[src/logic/intc_pkg.sv]
package intc_pkg;

  // ***************************************************************
  // Register file layout
  // ***************************************************************
  localparam int NUM_REGS = 19;           // Documented registers
  localparam int NUM_SRC  = 19;           // Interrupt sources
  localparam int AW       = 12;           // Byte address width
  localparam int IDXW     = 10;           // Register index width

  // Register index; byte address is four times the index
  localparam logic [IDXW-1:0] REG_IDX [NUM_REGS] = '{
    10'h080, 10'h082, 10'h084, 10'h086, 10'h088, 10'h08C, 10'h08E,
    10'h090, 10'h094, 10'h096, 10'h098, 10'h09A, 10'h09C, 10'h09E,
    10'h0A0, 10'h0A2, 10'h0A4, 10'h0A6, 10'h0A8};
  // Implemented bits; all others read as zero
  localparam logic [15:0] REG_MASK [NUM_REGS] = '{
    16'h871E, 16'hC007, 16'hFFFF, 16'h0081, 16'h0400, 16'hFFFF,
    16'h0081, 16'h0400, 16'h7777, 16'h7777, 16'h7777, 16'h7777,
    16'h0007, 16'h7000, 16'h0077, 16'h0000, 16'h0000, 16'h0000,
    16'h0700};
  localparam logic [15:0] REG_RESET [NUM_REGS] = '{
    16'h0000, 16'h0000, 16'h0000, 16'h0000, 16'h0000, 16'h0000,
    16'h0000, 16'h0000, 16'h4444, 16'h4444, 16'h4444, 16'h4444,
    16'h0004, 16'h4000, 16'h0044, 16'h0000, 16'h0000, 16'h0000,
    16'h0400};

  // Positions in the register array
  localparam int R_CTL2  = 1;             // Second control register
  localparam int R_FLAG0 = 2;             // First flag register
  localparam int R_EN0   = 5;             // First enable register
  localparam int N_FLAG  = 3;             // Flag/enable register count

  // Control-two fields
  localparam int ALT_VEC_BIT = 15;        // Alternate table select
  localparam int EXT_POL_LSB = 0;         // Three edge polarity bits

  // Per source: flag register offset, bit, priority reg, nibble
  localparam int SRC_FREG [NUM_SRC] = '{0,0,0,0,0,0,0,0,0,0,0,0,0,0,
    0,0,1,1,2};
  localparam int SRC_FBIT [NUM_SRC] = '{0,1,2,3,4,5,6,7,8,9,10,11,12,
    13,14,15,0,7,10};
  localparam int SRC_PREG [NUM_SRC] = '{8,8,8,8,9,9,9,9,10,10,10,10,
    11,11,11,11,12,13,18};
  localparam int SRC_PNIB [NUM_SRC] = '{0,1,2,3,0,1,2,3,0,1,2,3,0,1,2,
    3,0,3,2};

  // External inputs: flag register offset and bit of each
  localparam int EXT_FREG [3] = '{0, 1, 1};
  localparam int EXT_FBIT [3] = '{0, 0, 7};

  // Event block registers (index, byte address is four times)
  localparam logic [IDXW-1:0] EVT_STAT_IDX  = 10'h0AA;
  localparam logic [IDXW-1:0] EVT_CLR_IDX   = 10'h0AC;
  localparam logic [IDXW-1:0] EVT_EN_IDX    = 10'h0AE;
  localparam int              NUM_EVT       = 4;
  localparam int              EVT_WAKE_BIT  = 3;

  // Vector addressing
  localparam logic [23:0] IVT_BASE   = 24'h000004;
  localparam logic [23:0] ALTERNATE_VECTOR_TABLE_BASE  = 24'h000084;
  localparam logic [23:0] VEC_FIRST  = 24'h000008;
  localparam int          VEC_SHIFT  = 1;  // Two address units a slot

  // Bus responses
  localparam logic [1:0] RESP_OKAY   = 2'h0;
  localparam logic [1:0] RESP_SLVERR = 2'h2;

endpackage

[src/logic/vector_select_ext_irq_wake.sv]
// The implementer's own choice: the AXI4-Lite register port.
`timescale 1ns/100ps
// Function
// - Alternate select bit switches every vector table
// - Both tables share one index layout
// - Alternate table region carries no write lock
// - Shadow copies of five flags, W0-W3
// - Shadows one deep; new save overwrites
// - Shadows move only on push; pop leaves them
// - Three external inputs, own flag/enable/priority
// - External inputs react to edges only
// - Per-input polarity bit picks edge direction
// - Interrupt in sleep or idle wakes core
// - Wake and request presented together
// - Unimplemented register bits read zero
// - Pending flag interrupts only when enabled
// - Interrupt only above current core priority
module vector_select_ext_irq_wake (
  // Clock and reset
  input  wire logic        mclk,
  input  wire logic        sys_rst,
  // AXI4-Lite write address and data
  input  wire logic [11:0] s_axi_awaddr,
  input  wire logic        s_axi_awvalid,
  output logic             s_axi_awready,
  input  wire logic [31:0] s_axi_wdata,
  input  wire logic [3:0]  s_axi_wstrb,
  input  wire logic        s_axi_wvalid,
  output logic             s_axi_wready,
  // AXI4-Lite write response
  output logic [1:0]       s_axi_bresp,
  output logic             s_axi_bvalid,
  input  wire logic        s_axi_bready,
  // AXI4-Lite read
  input  wire logic [11:0] s_axi_araddr,
  input  wire logic        s_axi_arvalid,
  output logic             s_axi_arready,
  output logic [31:0]      s_axi_rdata,
  output logic [1:0]       s_axi_rresp,
  output logic             s_axi_rvalid,
  input  wire logic        s_axi_rready,
  // External request pins
  input  wire logic [2:0]  external_irq_inputs,
  // Peripheral event pulses, one per flag bit
  input  wire logic [15:0] flag_set0,
  input  wire logic [15:0] flag_set1,
  input  wire logic [15:0] flag_set2,
  // Core state
  input  wire logic [3:0]  cpu_priority_level,
  input  wire logic        core_sleep,
  input  wire logic        core_idle,
  // Shadow save and restore
  input  wire logic        shadow_push,
  input  wire logic        shadow_pop,
  input  wire logic [4:0]  live_status,
  input  wire logic [15:0] live_w0,
  input  wire logic [15:0] live_w1,
  input  wire logic [15:0] live_w2,
  input  wire logic [15:0] live_w3,
  output logic [4:0]       shadow_status_q,
  output logic [15:0]      shadow_w0_q,
  output logic [15:0]      shadow_w1_q,
  output logic [15:0]      shadow_w2_q,
  output logic [15:0]      shadow_w3_q,
  output logic             restore_strobe_q,
  // Request to the core
  output logic             irq_req_q,
  output logic [2:0]       irq_level_q,
  output logic [4:0]       irq_index_q,
  output logic [23:0]      irq_vector_q,
  output logic             wake_q,
  // Event interrupt
  output logic             evt_irq_q
);

  // ***************************************************************
  // Declarations
  // ***************************************************************
  localparam int NUM_EVT_W = intc_pkg::NUM_EVT; // Event bits
  logic [15:0] reg_q [intc_pkg::NUM_REGS];  // Register storage
  logic [15:0] reg_d [intc_pkg::NUM_REGS];  // Next register values
  logic [15:0] hw_set [intc_pkg::NUM_REGS]; // Hardware flag sets
  logic        aw_full_q; // Write address held
  logic        w_full_q; // Write data held
  logic [11:0] aw_addr_q; // Held write address
  logic [31:0] w_data_q; // Held write data
  logic [3:0]  w_strb_q; // Held byte strobes
  logic        wr_do; // Write commits now
  logic [9:0]  wr_word; // Write register index
  logic [9:0]  rd_word; // Read register index
  logic        wr_known; // Write hits a register
  logic [31:0] rd_data; // Read mux output
  logic        rd_known; // Read hits a register
  logic [2:0]  ext_s1_q; // Pin sync first stage
  logic [2:0]  ext_s2_q; // Pin sync second stage
  logic [2:0]  ext_s3_q; // Edge history
  logic [2:0]  ext_edge; // Selected edge seen
  logic [2:0]  ext_pol; // Polarity bits
  logic        best_valid; // Some request pending
  logic [2:0]  best_prio; // Winning priority
  logic [4:0]  best_idx; // Winning source
  logic        irq_take; // Core must be interrupted
  logic [23:0] vec_base; // Selected table base
  logic [NUM_EVT_W-1:0] evt_stat_q; // Sticky events
  logic [NUM_EVT_W-1:0] evt_en_q; // Event enables
  logic [NUM_EVT_W-1:0] evt_set; // Event sources
  logic [NUM_EVT_W-1:0] evt_clr; // Software clears
  logic [NUM_EVT_W-1:0] evt_stat_d; // Next sticky state

  // ***************************************************************
  // Bus slave
  // ***************************************************************
  assign wr_do   = aw_full_q && w_full_q && !s_axi_bvalid;
  assign wr_word = aw_addr_q[11:2];
  assign rd_word = s_axi_araddr[11:2];

  // Address channel: hold one address until its write commits
  always_ff @(posedge mclk)
  begin
    if (sys_rst)
    begin
      aw_full_q     <= 1'b0;
      aw_addr_q     <= 12'h000;
      s_axi_awready <= 1'b1;
    end
    else if (s_axi_awvalid && s_axi_awready)
    begin
      aw_full_q     <= 1'b1;
      aw_addr_q     <= s_axi_awaddr;
      s_axi_awready <= 1'b0;
    end
    else if (wr_do)
      aw_full_q     <= 1'b0;
    else if (s_axi_bvalid && s_axi_bready)
      s_axi_awready <= 1'b1;
  end

  // Data channel: taken independently of the address
  always_ff @(posedge mclk)
  begin
    if (sys_rst)
    begin
      w_full_q     <= 1'b0;
      w_data_q     <= 32'h00000000;
      w_strb_q     <= 4'h0;
      s_axi_wready <= 1'b1;
    end
    else if (s_axi_wvalid && s_axi_wready)
    begin
      w_full_q     <= 1'b1;
      w_data_q     <= s_axi_wdata;
      w_strb_q     <= s_axi_wstrb;
      s_axi_wready <= 1'b0;
    end
    else if (wr_do)
      w_full_q     <= 1'b0;
    else if (s_axi_bvalid && s_axi_bready)
      s_axi_wready <= 1'b1;
  end

  // Write decode: unmapped indices answer with a slave error
  always_comb
  begin
    wr_known = (wr_word == intc_pkg::EVT_CLR_IDX) ||
               (wr_word == intc_pkg::EVT_EN_IDX) ||
               (wr_word == intc_pkg::EVT_STAT_IDX);
    for (int r = 0; r < intc_pkg::NUM_REGS; r++)
      if (wr_word == intc_pkg::REG_IDX[r])
        wr_known = 1'b1;
  end

  // Write response one cycle after both halves are held
  always_ff @(posedge mclk)
  begin
    if (sys_rst)
    begin
      s_axi_bvalid <= 1'b0;
      s_axi_bresp  <= intc_pkg::RESP_OKAY;
    end
    else if (wr_do)
    begin
      s_axi_bvalid <= 1'b1;
      s_axi_bresp  <= wr_known ? intc_pkg::RESP_OKAY
                               : intc_pkg::RESP_SLVERR;
    end
    else if (s_axi_bready)
      s_axi_bvalid <= 1'b0;
  end

  // Read mux; masks hide unimplemented bits
  always_comb
  begin
    rd_data  = 32'h00000000;
    rd_known = 1'b0;
    for (int r = 0; r < intc_pkg::NUM_REGS; r++)
      if (rd_word == intc_pkg::REG_IDX[r])
      begin
        rd_data  = {16'h0000, reg_q[r] & intc_pkg::REG_MASK[r]};
        rd_known = 1'b1;
      end
    if (rd_word == intc_pkg::EVT_STAT_IDX)
    begin
      rd_data  = {28'h0000000, evt_stat_q};
      rd_known = 1'b1;
    end
    if (rd_word == intc_pkg::EVT_EN_IDX)
    begin
      rd_data  = {28'h0000000, evt_en_q};
      rd_known = 1'b1;
    end
    if (rd_word == intc_pkg::EVT_CLR_IDX)
      rd_known = 1'b1;  // Write-only, reads zero
  end

  // Read answer one cycle after the address is taken
  always_ff @(posedge mclk)
  begin
    if (sys_rst)
    begin
      s_axi_arready <= 1'b1;
      s_axi_rvalid  <= 1'b0;
      s_axi_rdata   <= 32'h00000000;
      s_axi_rresp   <= intc_pkg::RESP_OKAY;
    end
    else if (s_axi_arvalid && s_axi_arready)
    begin
      s_axi_arready <= 1'b0;
      s_axi_rvalid  <= 1'b1;
      s_axi_rdata   <= rd_data;
      s_axi_rresp   <= rd_known ? intc_pkg::RESP_OKAY
                                : intc_pkg::RESP_SLVERR;
    end
    else if (s_axi_rvalid && s_axi_rready)
    begin
      s_axi_rvalid  <= 1'b0;
      s_axi_arready <= 1'b1;
    end
  end

  // ***************************************************************
  // External request inputs
  // ***************************************************************
  assign ext_pol = reg_q[intc_pkg::R_CTL2][intc_pkg::EXT_POL_LSB +: 3];

  // Two-flop synchroniser plus one history stage
  always_ff @(posedge mclk)
  begin
    if (sys_rst)
    begin
      ext_s1_q <= 3'h0;
      ext_s2_q <= 3'h0;
      ext_s3_q <= 3'h0;
    end
    else
    begin
      ext_s1_q <= external_irq_inputs;
      ext_s2_q <= ext_s1_q;
      ext_s3_q <= ext_s2_q;
    end
  end

  // Edge select: zero picks rising, one picks falling
  assign ext_edge = (ext_s2_q & ~ext_s3_q & ~ext_pol) |
                    (~ext_s2_q & ext_s3_q & ext_pol);

  // Hardware sets: peripherals plus the three pins
  always_comb
  begin
    for (int r = 0; r < intc_pkg::NUM_REGS; r++)
      hw_set[r] = 16'h0000;
    hw_set[intc_pkg::R_FLAG0]     = flag_set0;
    hw_set[intc_pkg::R_FLAG0 + 1] = flag_set1;
    hw_set[intc_pkg::R_FLAG0 + 2] = flag_set2;
    for (int e = 0; e < 3; e++)
      if (ext_edge[e])
        hw_set[intc_pkg::R_FLAG0 + intc_pkg::EXT_FREG[e]]
              [intc_pkg::EXT_FBIT[e]] = 1'b1;
  end

  // ***************************************************************
  // Register file
  // ***************************************************************
  // Per register: byte-lane merge, then hardware set wins
  for (genvar r = 0; r < intc_pkg::NUM_REGS; r++)
  begin : g_reg
    logic        hit;                       // This register written
    logic [15:0] merged;                    // Lane-merged write value
    assign hit    = wr_do && (wr_word == intc_pkg::REG_IDX[r]);
    assign merged = {w_strb_q[1] ? w_data_q[15:8] : reg_q[r][15:8],
                     w_strb_q[0] ? w_data_q[7:0]  : reg_q[r][7:0]};
    assign reg_d[r] = ((hit ? merged : reg_q[r]) | hw_set[r]) &
                      intc_pkg::REG_MASK[r];
  end

  // All registers update together
  always_ff @(posedge mclk)
  begin
    for (int r = 0; r < intc_pkg::NUM_REGS; r++)
      if (sys_rst)
        reg_q[r] <= intc_pkg::REG_RESET[r];
      else
        reg_q[r] <= reg_d[r];
  end

  // ***************************************************************
  // Request evaluation
  // ***************************************************************
  // Highest priority wins; ties keep natural order
  always_comb
  begin
    logic       pend;
    logic [2:0] prio;
    pend       = 1'b0;
    prio       = 3'h0;
    best_valid = 1'b0;
    best_prio  = 3'h0;
    best_idx   = 5'h00;
    for (int s = 0; s < intc_pkg::NUM_SRC; s++)
    begin
      pend = reg_q[intc_pkg::R_FLAG0 + intc_pkg::SRC_FREG[s]]
                  [intc_pkg::SRC_FBIT[s]] &
             reg_q[intc_pkg::R_EN0 + intc_pkg::SRC_FREG[s]]
                  [intc_pkg::SRC_FBIT[s]];
      prio = 3'(reg_q[intc_pkg::SRC_PREG[s]] >>
                (4 * intc_pkg::SRC_PNIB[s]));
      if (pend && (!best_valid || prio > best_prio))
      begin
        best_valid = 1'b1;
        best_prio  = prio;
        best_idx   = 5'(s);
      end
    end
  end

  assign irq_take = best_valid &&
                    ({1'b0, best_prio} > cpu_priority_level);

  // Same index in either table; alternate table never locked
  assign vec_base = reg_q[intc_pkg::R_CTL2][intc_pkg::ALT_VEC_BIT] ?
                    intc_pkg::ALTERNATE_VECTOR_TABLE_BASE : intc_pkg::IVT_BASE;

  // Request, vector and wake presented in the same cycle
  always_ff @(posedge mclk)
  begin
    if (sys_rst)
    begin
      irq_req_q    <= 1'b0;
      irq_level_q  <= 3'h0;
      irq_index_q  <= 5'h00;
      irq_vector_q <= intc_pkg::IVT_BASE;
      wake_q       <= 1'b0;
    end
    else
    begin
      irq_req_q    <= irq_take;
      irq_level_q  <= best_prio;
      irq_index_q  <= best_idx;
      irq_vector_q <= vec_base + ((intc_pkg::VEC_FIRST +
                      {19'h00000, best_idx}) << intc_pkg::VEC_SHIFT);
      wake_q       <= irq_take && (core_sleep || core_idle);
    end
  end

  // ***************************************************************
  // Shadow context
  // ***************************************************************
  // One level only: each push overwrites; pop just strobes restore
  always_ff @(posedge mclk)
  begin
    if (sys_rst)
    begin
      {shadow_status_q, shadow_w0_q, shadow_w1_q} <= 37'h0;
      {shadow_w2_q, shadow_w3_q} <= 32'h00000000;
      restore_strobe_q <= 1'b0;
    end
    else
    begin
      restore_strobe_q <= shadow_pop;
      if (shadow_push)
      begin
        {shadow_status_q, shadow_w0_q, shadow_w1_q} <=
          {live_status, live_w0, live_w1};
        {shadow_w2_q, shadow_w3_q} <= {live_w2, live_w3};
      end
    end
  end

  // ***************************************************************
  // Event status, clear and enable
  // ***************************************************************
  assign evt_set = {irq_take && (core_sleep || core_idle), ext_edge};
  assign evt_clr = (wr_do && wr_word == intc_pkg::EVT_CLR_IDX &&
                    w_strb_q[0]) ? w_data_q[NUM_EVT_W-1:0]
                                 : {NUM_EVT_W{1'b0}};
  // A set landing with its clear is kept
  assign evt_stat_d = (evt_stat_q & ~evt_clr) | evt_set;

  // Sticky status, enable and the level output
  always_ff @(posedge mclk)
  begin
    if (sys_rst)
    begin
      evt_stat_q <= {NUM_EVT_W{1'b0}};
      evt_en_q   <= {NUM_EVT_W{1'b0}};
      evt_irq_q  <= 1'b0;
    end
    else
    begin
      evt_stat_q <= evt_stat_d;
      if (wr_do && wr_word == intc_pkg::EVT_EN_IDX && w_strb_q[0])
        evt_en_q <= w_data_q[NUM_EVT_W-1:0];
      evt_irq_q  <= |(evt_stat_d & evt_en_q);
    end
  end

endmodule

[config.mk]
export PLATFORM = sky130hd
export DESIGN_NAME = vector_select_ext_irq_wake
export DESIGN_NICKNAME = d
export VERILOG_FILES = /design/src/logic/intc_pkg.sv /design/src/logic/vector_select_ext_irq_wake.sv
export SDC_FILE = /design/constraint.sdc
export NUM_CORES = 1
export LEC_CHECK = 0
export ABC_AREA = 1
export BUFFER_PORTS_ARGS = -buffer_cell sky130_fd_sc_hd__buf_4
export CAP_MARGIN = 20
export CORE_ASPECT_RATIO = 0.8
export CORE_UTILIZATION = 58
export CTS_CLUSTER_DIAMETER = 30
export CTS_CLUSTER_SIZE = 12
export DETAILED_ROUTE_END_ITERATION = 6
export PLACE_DENSITY = 0.86
export SKIP_LAST_GASP = 1
export SYNTH_ARGS = -nofsm -noshare
export SYNTH_HDL_FRONTEND = slang
export SYNTH_SLANG_ARGS = --single-unit
[constraint.sdc]
create_clock -name mclk -period 35.3 [get_ports mclk]
set_input_delay 5.295 -clock mclk [delete_from_list [all_inputs] [get_ports mclk]]
set_output_delay 5.295 -clock mclk [all_outputs]
set_load 0.01 [all_outputs]
# Word level (Yosys, flattened, before mapping)
# Memory sizes are Yosys's and may differ from the RTL's.
# Cells that the tools add are included.
[word_totals]
ff_bits = 195
ramBits = 304
input_bits = 195
output_inout_bits = 146
memories = 1
[classes]
n_addsub = 2
order_cmp = 19
eq_ne = 46
mux = 204
bitwise_logic = 53
reduce_logical = 96
[memory_table]
columns = ["memory", "depth", "width", "read_ports", "rd_clocked_by_memory_dff", "write_ports", "line", "source"]
rows = [
  ["reg_q", 19, 16, 16, 0, 19, "vector_select_ext_irq_wake.sv:80", "logic [15:0] reg_q [intc_pkg::NUM_REGS];"],
]
[ops]
columns = ["cell", "count"]
rows = [
  ["$mux 32", 17],
  ["$eq 10x8->1 const B", 44],
  ["$mux 16", 27],
  ["$mux 8", 21],
  ["$mux 5", 17],
  ["$mux 1", 80],
  ["$mux 15", 5],
  ["$mux 3", 24],
  ["$gt 3x3->1", 18],
  ["$mux 7", 7],
  ["$logic_and 1x1->1", 47],
  ["$mux 11", 3],
  ["$logic_or 1x1->1", 21],
  ["$and 1x1->1", 19],
  ["$logic_not 1->1", 19],
  ["$or 1x1->1", 19],
  ["$or 16x16->16", 1],
  ["$and 3x3->3", 4],
  ["$reduce_bool 2->1", 6],
  ["$or 11x11->11", 1],
  ["$add 8x7->9", 1],
  ["$not 3->3", 3],
  ["$and 4x4->4", 2],
  ["$or 8x8->8", 1],
  ["10 further kinds", 13],
]

# Logic depth before layout (Yosys ltp)
# An unclocked memory read counts as a cell.
[depth]
ltp_word = 81
depth_mapped = 187
mapped_depth_nobuf = 187

# Least setup slack after synthesis
# No wires, ideal clock.
[synth_timing]
path_kind = "reg-to-reg"
from = "memory reg_q[2][0], in the netlist reg_q[0][32]"
to = "register evt_irq_q"
t_arrival_ns = 19.828
t_required_ns = 35.230
slack_ns = 15.401
stages_incl_launch_ff = 179
path_buffers = 0
path_cell_list = "dfxtp_1 -> nand2_2 -> nor2_1 -> inv_1 -> ha_1 -> a21oi_1 -> nand2_1 -> nand2_1 -> nand2_2 -> nand2_2 -> nand2_1 -> and2_1 -> ha_1 -> a21oi_1 -> o21ai_1 -> nand2_1 -> nand2_1 -> nand2_2 -> [143 not listed] -> nand2_1 -> o21ai_0 -> nand2_1 -> a21oi_1 -> inv_1 -> o21ai_1 -> inv_1 -> ha_1 -> inv_1 -> o21bai_1 -> a21oi_1 -> a311oi_1 -> nand2_1 -> inv_1 -> o21ai_0 -> o21ai_0 -> nand2_1 -> a21oi_1"
[synth_rtl]
columns = ["item", "line", "source"]
rows = [
  ["start, declared", "vector_select_ext_irq_wake.sv:80", ""],
  ["end signal, assigned", "vector_select_ext_irq_wake.sv:412", "evt_irq_q <= |(evt_stat_d & evt_en_q);"],
  ["end, declared", "vector_select_ext_irq_wake.sv:73", "output logic evt_irq_q"],
]

==> impl_metrics.ini <==
[floorplan]
die_w_um = 173
ioPinCount = 341
die_y_um = 139
start_util_pct = 59.9
coreArea_sq_um = 22700
die_area_sq_um = 24100
rows = 49

[cells_and_area]
drive_above_1_share_pct = 18.2
fin_nets = 2440
final_cell_mix = nor2_1, nand2_1, dfxtp_1
area_growth_pct = 26.2
fin_area_sq_um = 17200
final_common_cell = nor2_1
fillCellCount = 1705
diodes = 0

[placed_design]
io_buffer_count = 255
dpl_cell_area_sq_um = 15600
finalWeightedCongestion = 1.01
hpwl_mm = 33.1
preCtsSetupSlack_ns = 12.16

[sta]
max_freq_mhz = 41.9
skew_ns = 0.0255
relSlewSlack_pct = 26.3
holdWs_ns = 0.400
setup_violations = 0
rsz0062_at_grt = false
fin_crit_sh_pct = 67.6
finalWorstSetupSlack_ns = 11.43
hold_viol = 0
drv_slew = 0
fin_setup_tns_ns = 0
fin_crit_ns = 23.87
tightest_slew_ns = 1.11

[cts]
cts.htree.levels = 2
clk_latency_ns = 0.54
cts_resized = 0
path_clk_slew_ns = 0.05
clock-root-buffer = clkbuf_16
ctsHoldBuffers = 0
numCtsBuffers = 45
post-cts-setup-buffers = 0
clock-sinks = 272
cts_tree = yes
cts_buffer_depth = 3

[power]
pwr-share-comb_pct = 7.6
report.power.total_uw = 856
vdd_drop_max_uv = 61.1
switching_power_uw = 203
p_leak_nw = 8.45
internal-power_uw = 653
power_density_nw_per_um2 = 49.8
p_sw_share_pct = 23.7
sequentialPowerShare_pct = 38.6
power_frac_clock_pct = 53.8

[synthesis]
synth-simple-area-share_pct = 25.0
synth_seq_cells = 272
avgSynthCellArea_sq_um = 6.97
synth_edf_count = 0
synthXorXnorAreaFrac_pct = 0
synthFlopType = dfxtp_1
yosys_warnings = 0
synth-compound-area-share_pct = 20.1
synthMuxAreaShare_pct = 0
netlist_area_sq_um = 13600
synth_cell_types = 44
synth_seq_area_share_pct = 40.0
synth_cells = 1954
synth_top_family_by_area = simple AND/OR/NAND/NOR gates
async_flop_share_pct = 0
synth_fa_ha_area_share_pct = 4.41

[detailed_routing]
drt.antenna.violating_nets = 0
via_count = 14500
drtPass1Iterations = 6
drcViolationCount = 0
drtIter0Drc = 1390
vias_per_cell = 5.72
wirelength_mm = 45.8
wl_per_cell_um = 18.1

[global_routing]
use_met1_pct = 47.1
gr-total-overflow = 0
grt_max_degree = 120
track_usage_pct = 36.7
antenna_found_initial = 0
grt_most_used_layer = met2
grt_pass1_vias = 13700
grt_use_met2_pct = 58.7
use_met3_pct = 9.32
grt_pass1_wl_mm = 70.7

[critical_path]
max_stage_delay_ns = 0.55
critPathMaxFanout = 10
timing.critical_path.required_ns = 35.76
rrSetupSlack_ns = 11.43
cp_data_arrival_time_ns = 24.32
crit_end = evt_irq_q
cp_common_cell = o21ai_0
r2r-start = reg_q[0][32]
crit_type = reg2reg
start_kind = flip-flop
r2r_end = evt_irq_q
end_kind = flip-flop
critPathLaunch = reg_q[0][32]
reg2reg_depth = 179
cp_slowest_cell = a21oi_1

[hold_path]
hp-class = reg2reg

[job]
cap_viol_max_count = 0

[run_status]
status = completed
==> synth_stat cells, drive strengths merged, types with 2 or more instances <==
master / count / area [sq um]
or2: 2 / 12.5
ha: 48 / 601
nor4: 4 / 25.0
o2111ai: 8 / 70.1
nand4: 14 / 93.8
o32ai: 2 / 17.5
o21ai: 275 / 1380
buf: 42 / 290
inv: 244 / 916
a311oi: 2 / 17.5
o211ai: 30 / 225
clkinv: 5 / 18.8
o221ai: 10 / 87.6
a221oi: 5 / 43.8
nand3: 58 / 365
o22ai: 3 / 18.8
a31oi: 8 / 50.1
clkbuf: 55 / 206
o21a: 4 / 30.0
nand2: 351 / 1510
a211oi: 6 / 45.0
a21oi: 135 / 687
and2: 2 / 12.5
o31ai: 4 / 30.0
nor2: 340 / 1280
nor3: 20 / 100
dfxtp: 272 / 5450
==> power by group through the flow <==
stage	Combinational, mW	Sequential (mW)	Clock (mW)
2_1_floorplan	0.0318	0.334	0
3_3_place_gp	0.0615	0.335	0
3_5_place_dp	0.0630	0.335	0
4_1_cts	0.0641	0.329	0.460
5_1_grt	0.0706	0.331	0.474
6_report	0.0652	0.330	0.461
==> area by class of cell <==
type / count / area, sq um / area share, %
Clock buffer: 53 / 1230 / 7.15
Timing Repair Buffer: 260 / 1950 / 11.4
Inverter: 249 / 937 / 5.45
Clock inverter: 27 / 369 / 2.15
Multi-Input combinational cell: 1369 / 6870 / 40.0
Tap cell: 306 / 383 / 2.23
Sequential cell: 272 / 5450 / 31.7
==> kinds of logic after synthesis <==
family,Yosys count
and+or+nand+nor,791
AOI/OAI and AO/OA,496
buffers and inverters,346
DFF,272
adders and majority gates,48
other,1
==> state kept, by name (all words and copies together), names as in the netlist, 2 cells and up <==
name and count:
aw_addr_q 10, evt_en_q 4, shadow_status_q 5, shadow_w0_q 16, shadow_w1_q 16, w_data_q 16
shadow_w2_q 16, reg_q 114, ext_s1_q 3, irq_level_q 3, w_strb_q 2, ext_s3_q 3
evt_stat_q 4, s_axi_rdata 16, shadow_w3_q 16, irq_index_q 5, ext_s2_q 3, irq_vector_q 7
==> worst max-delay path: cells and delay by family, from the launching register on <==
family,cells,cell delay (ns)
adders and majority gates,19,5.70
buffers and inverters,26,1.98
DFF,1,0.38
and+or+nand+nor,85,7.47
AOI/OAI and AO/OA,49,8.23
==> worst min path at each step <==
stage,start,to,depth (start not counted)
3_5_place_dp,ext_s1_q[2],ext_s2_q[2],2
5_1_grt,ext_s1_q[2],ext_s2_q[2],2
6_report,ext_s1_q[2],ext_s2_q[2],2
3_3_place_gp,ext_s1_q[0],ext_s2_q[0],2
2_1_floorplan,ext_s1_q[0],ext_s2_q[0],2
4_1_cts,ext_s1_q[2],ext_s2_q[2],2
==> routing by layer <==
layer | wire [um] | part of all wire (%) | up-vias
met1 | 18100 | 39 | 6688
met4 | 1830 | 4.0 | 0
met5 | 0 | 0 | -
li1 | - | - | 6829
met2 | 20600 | 45 | 826
met3 | 5310 | 12 | 167
==> through the flow <==
stage,utilization (%),cells
floorplan,-,1987
global placement,68.5,2456
detailed placement,68.5,2456
CTS,75.5,2536
global route,75.5,2536
finish,75.5,2536
Note: power is estimated with default switching activity, not from simulation.
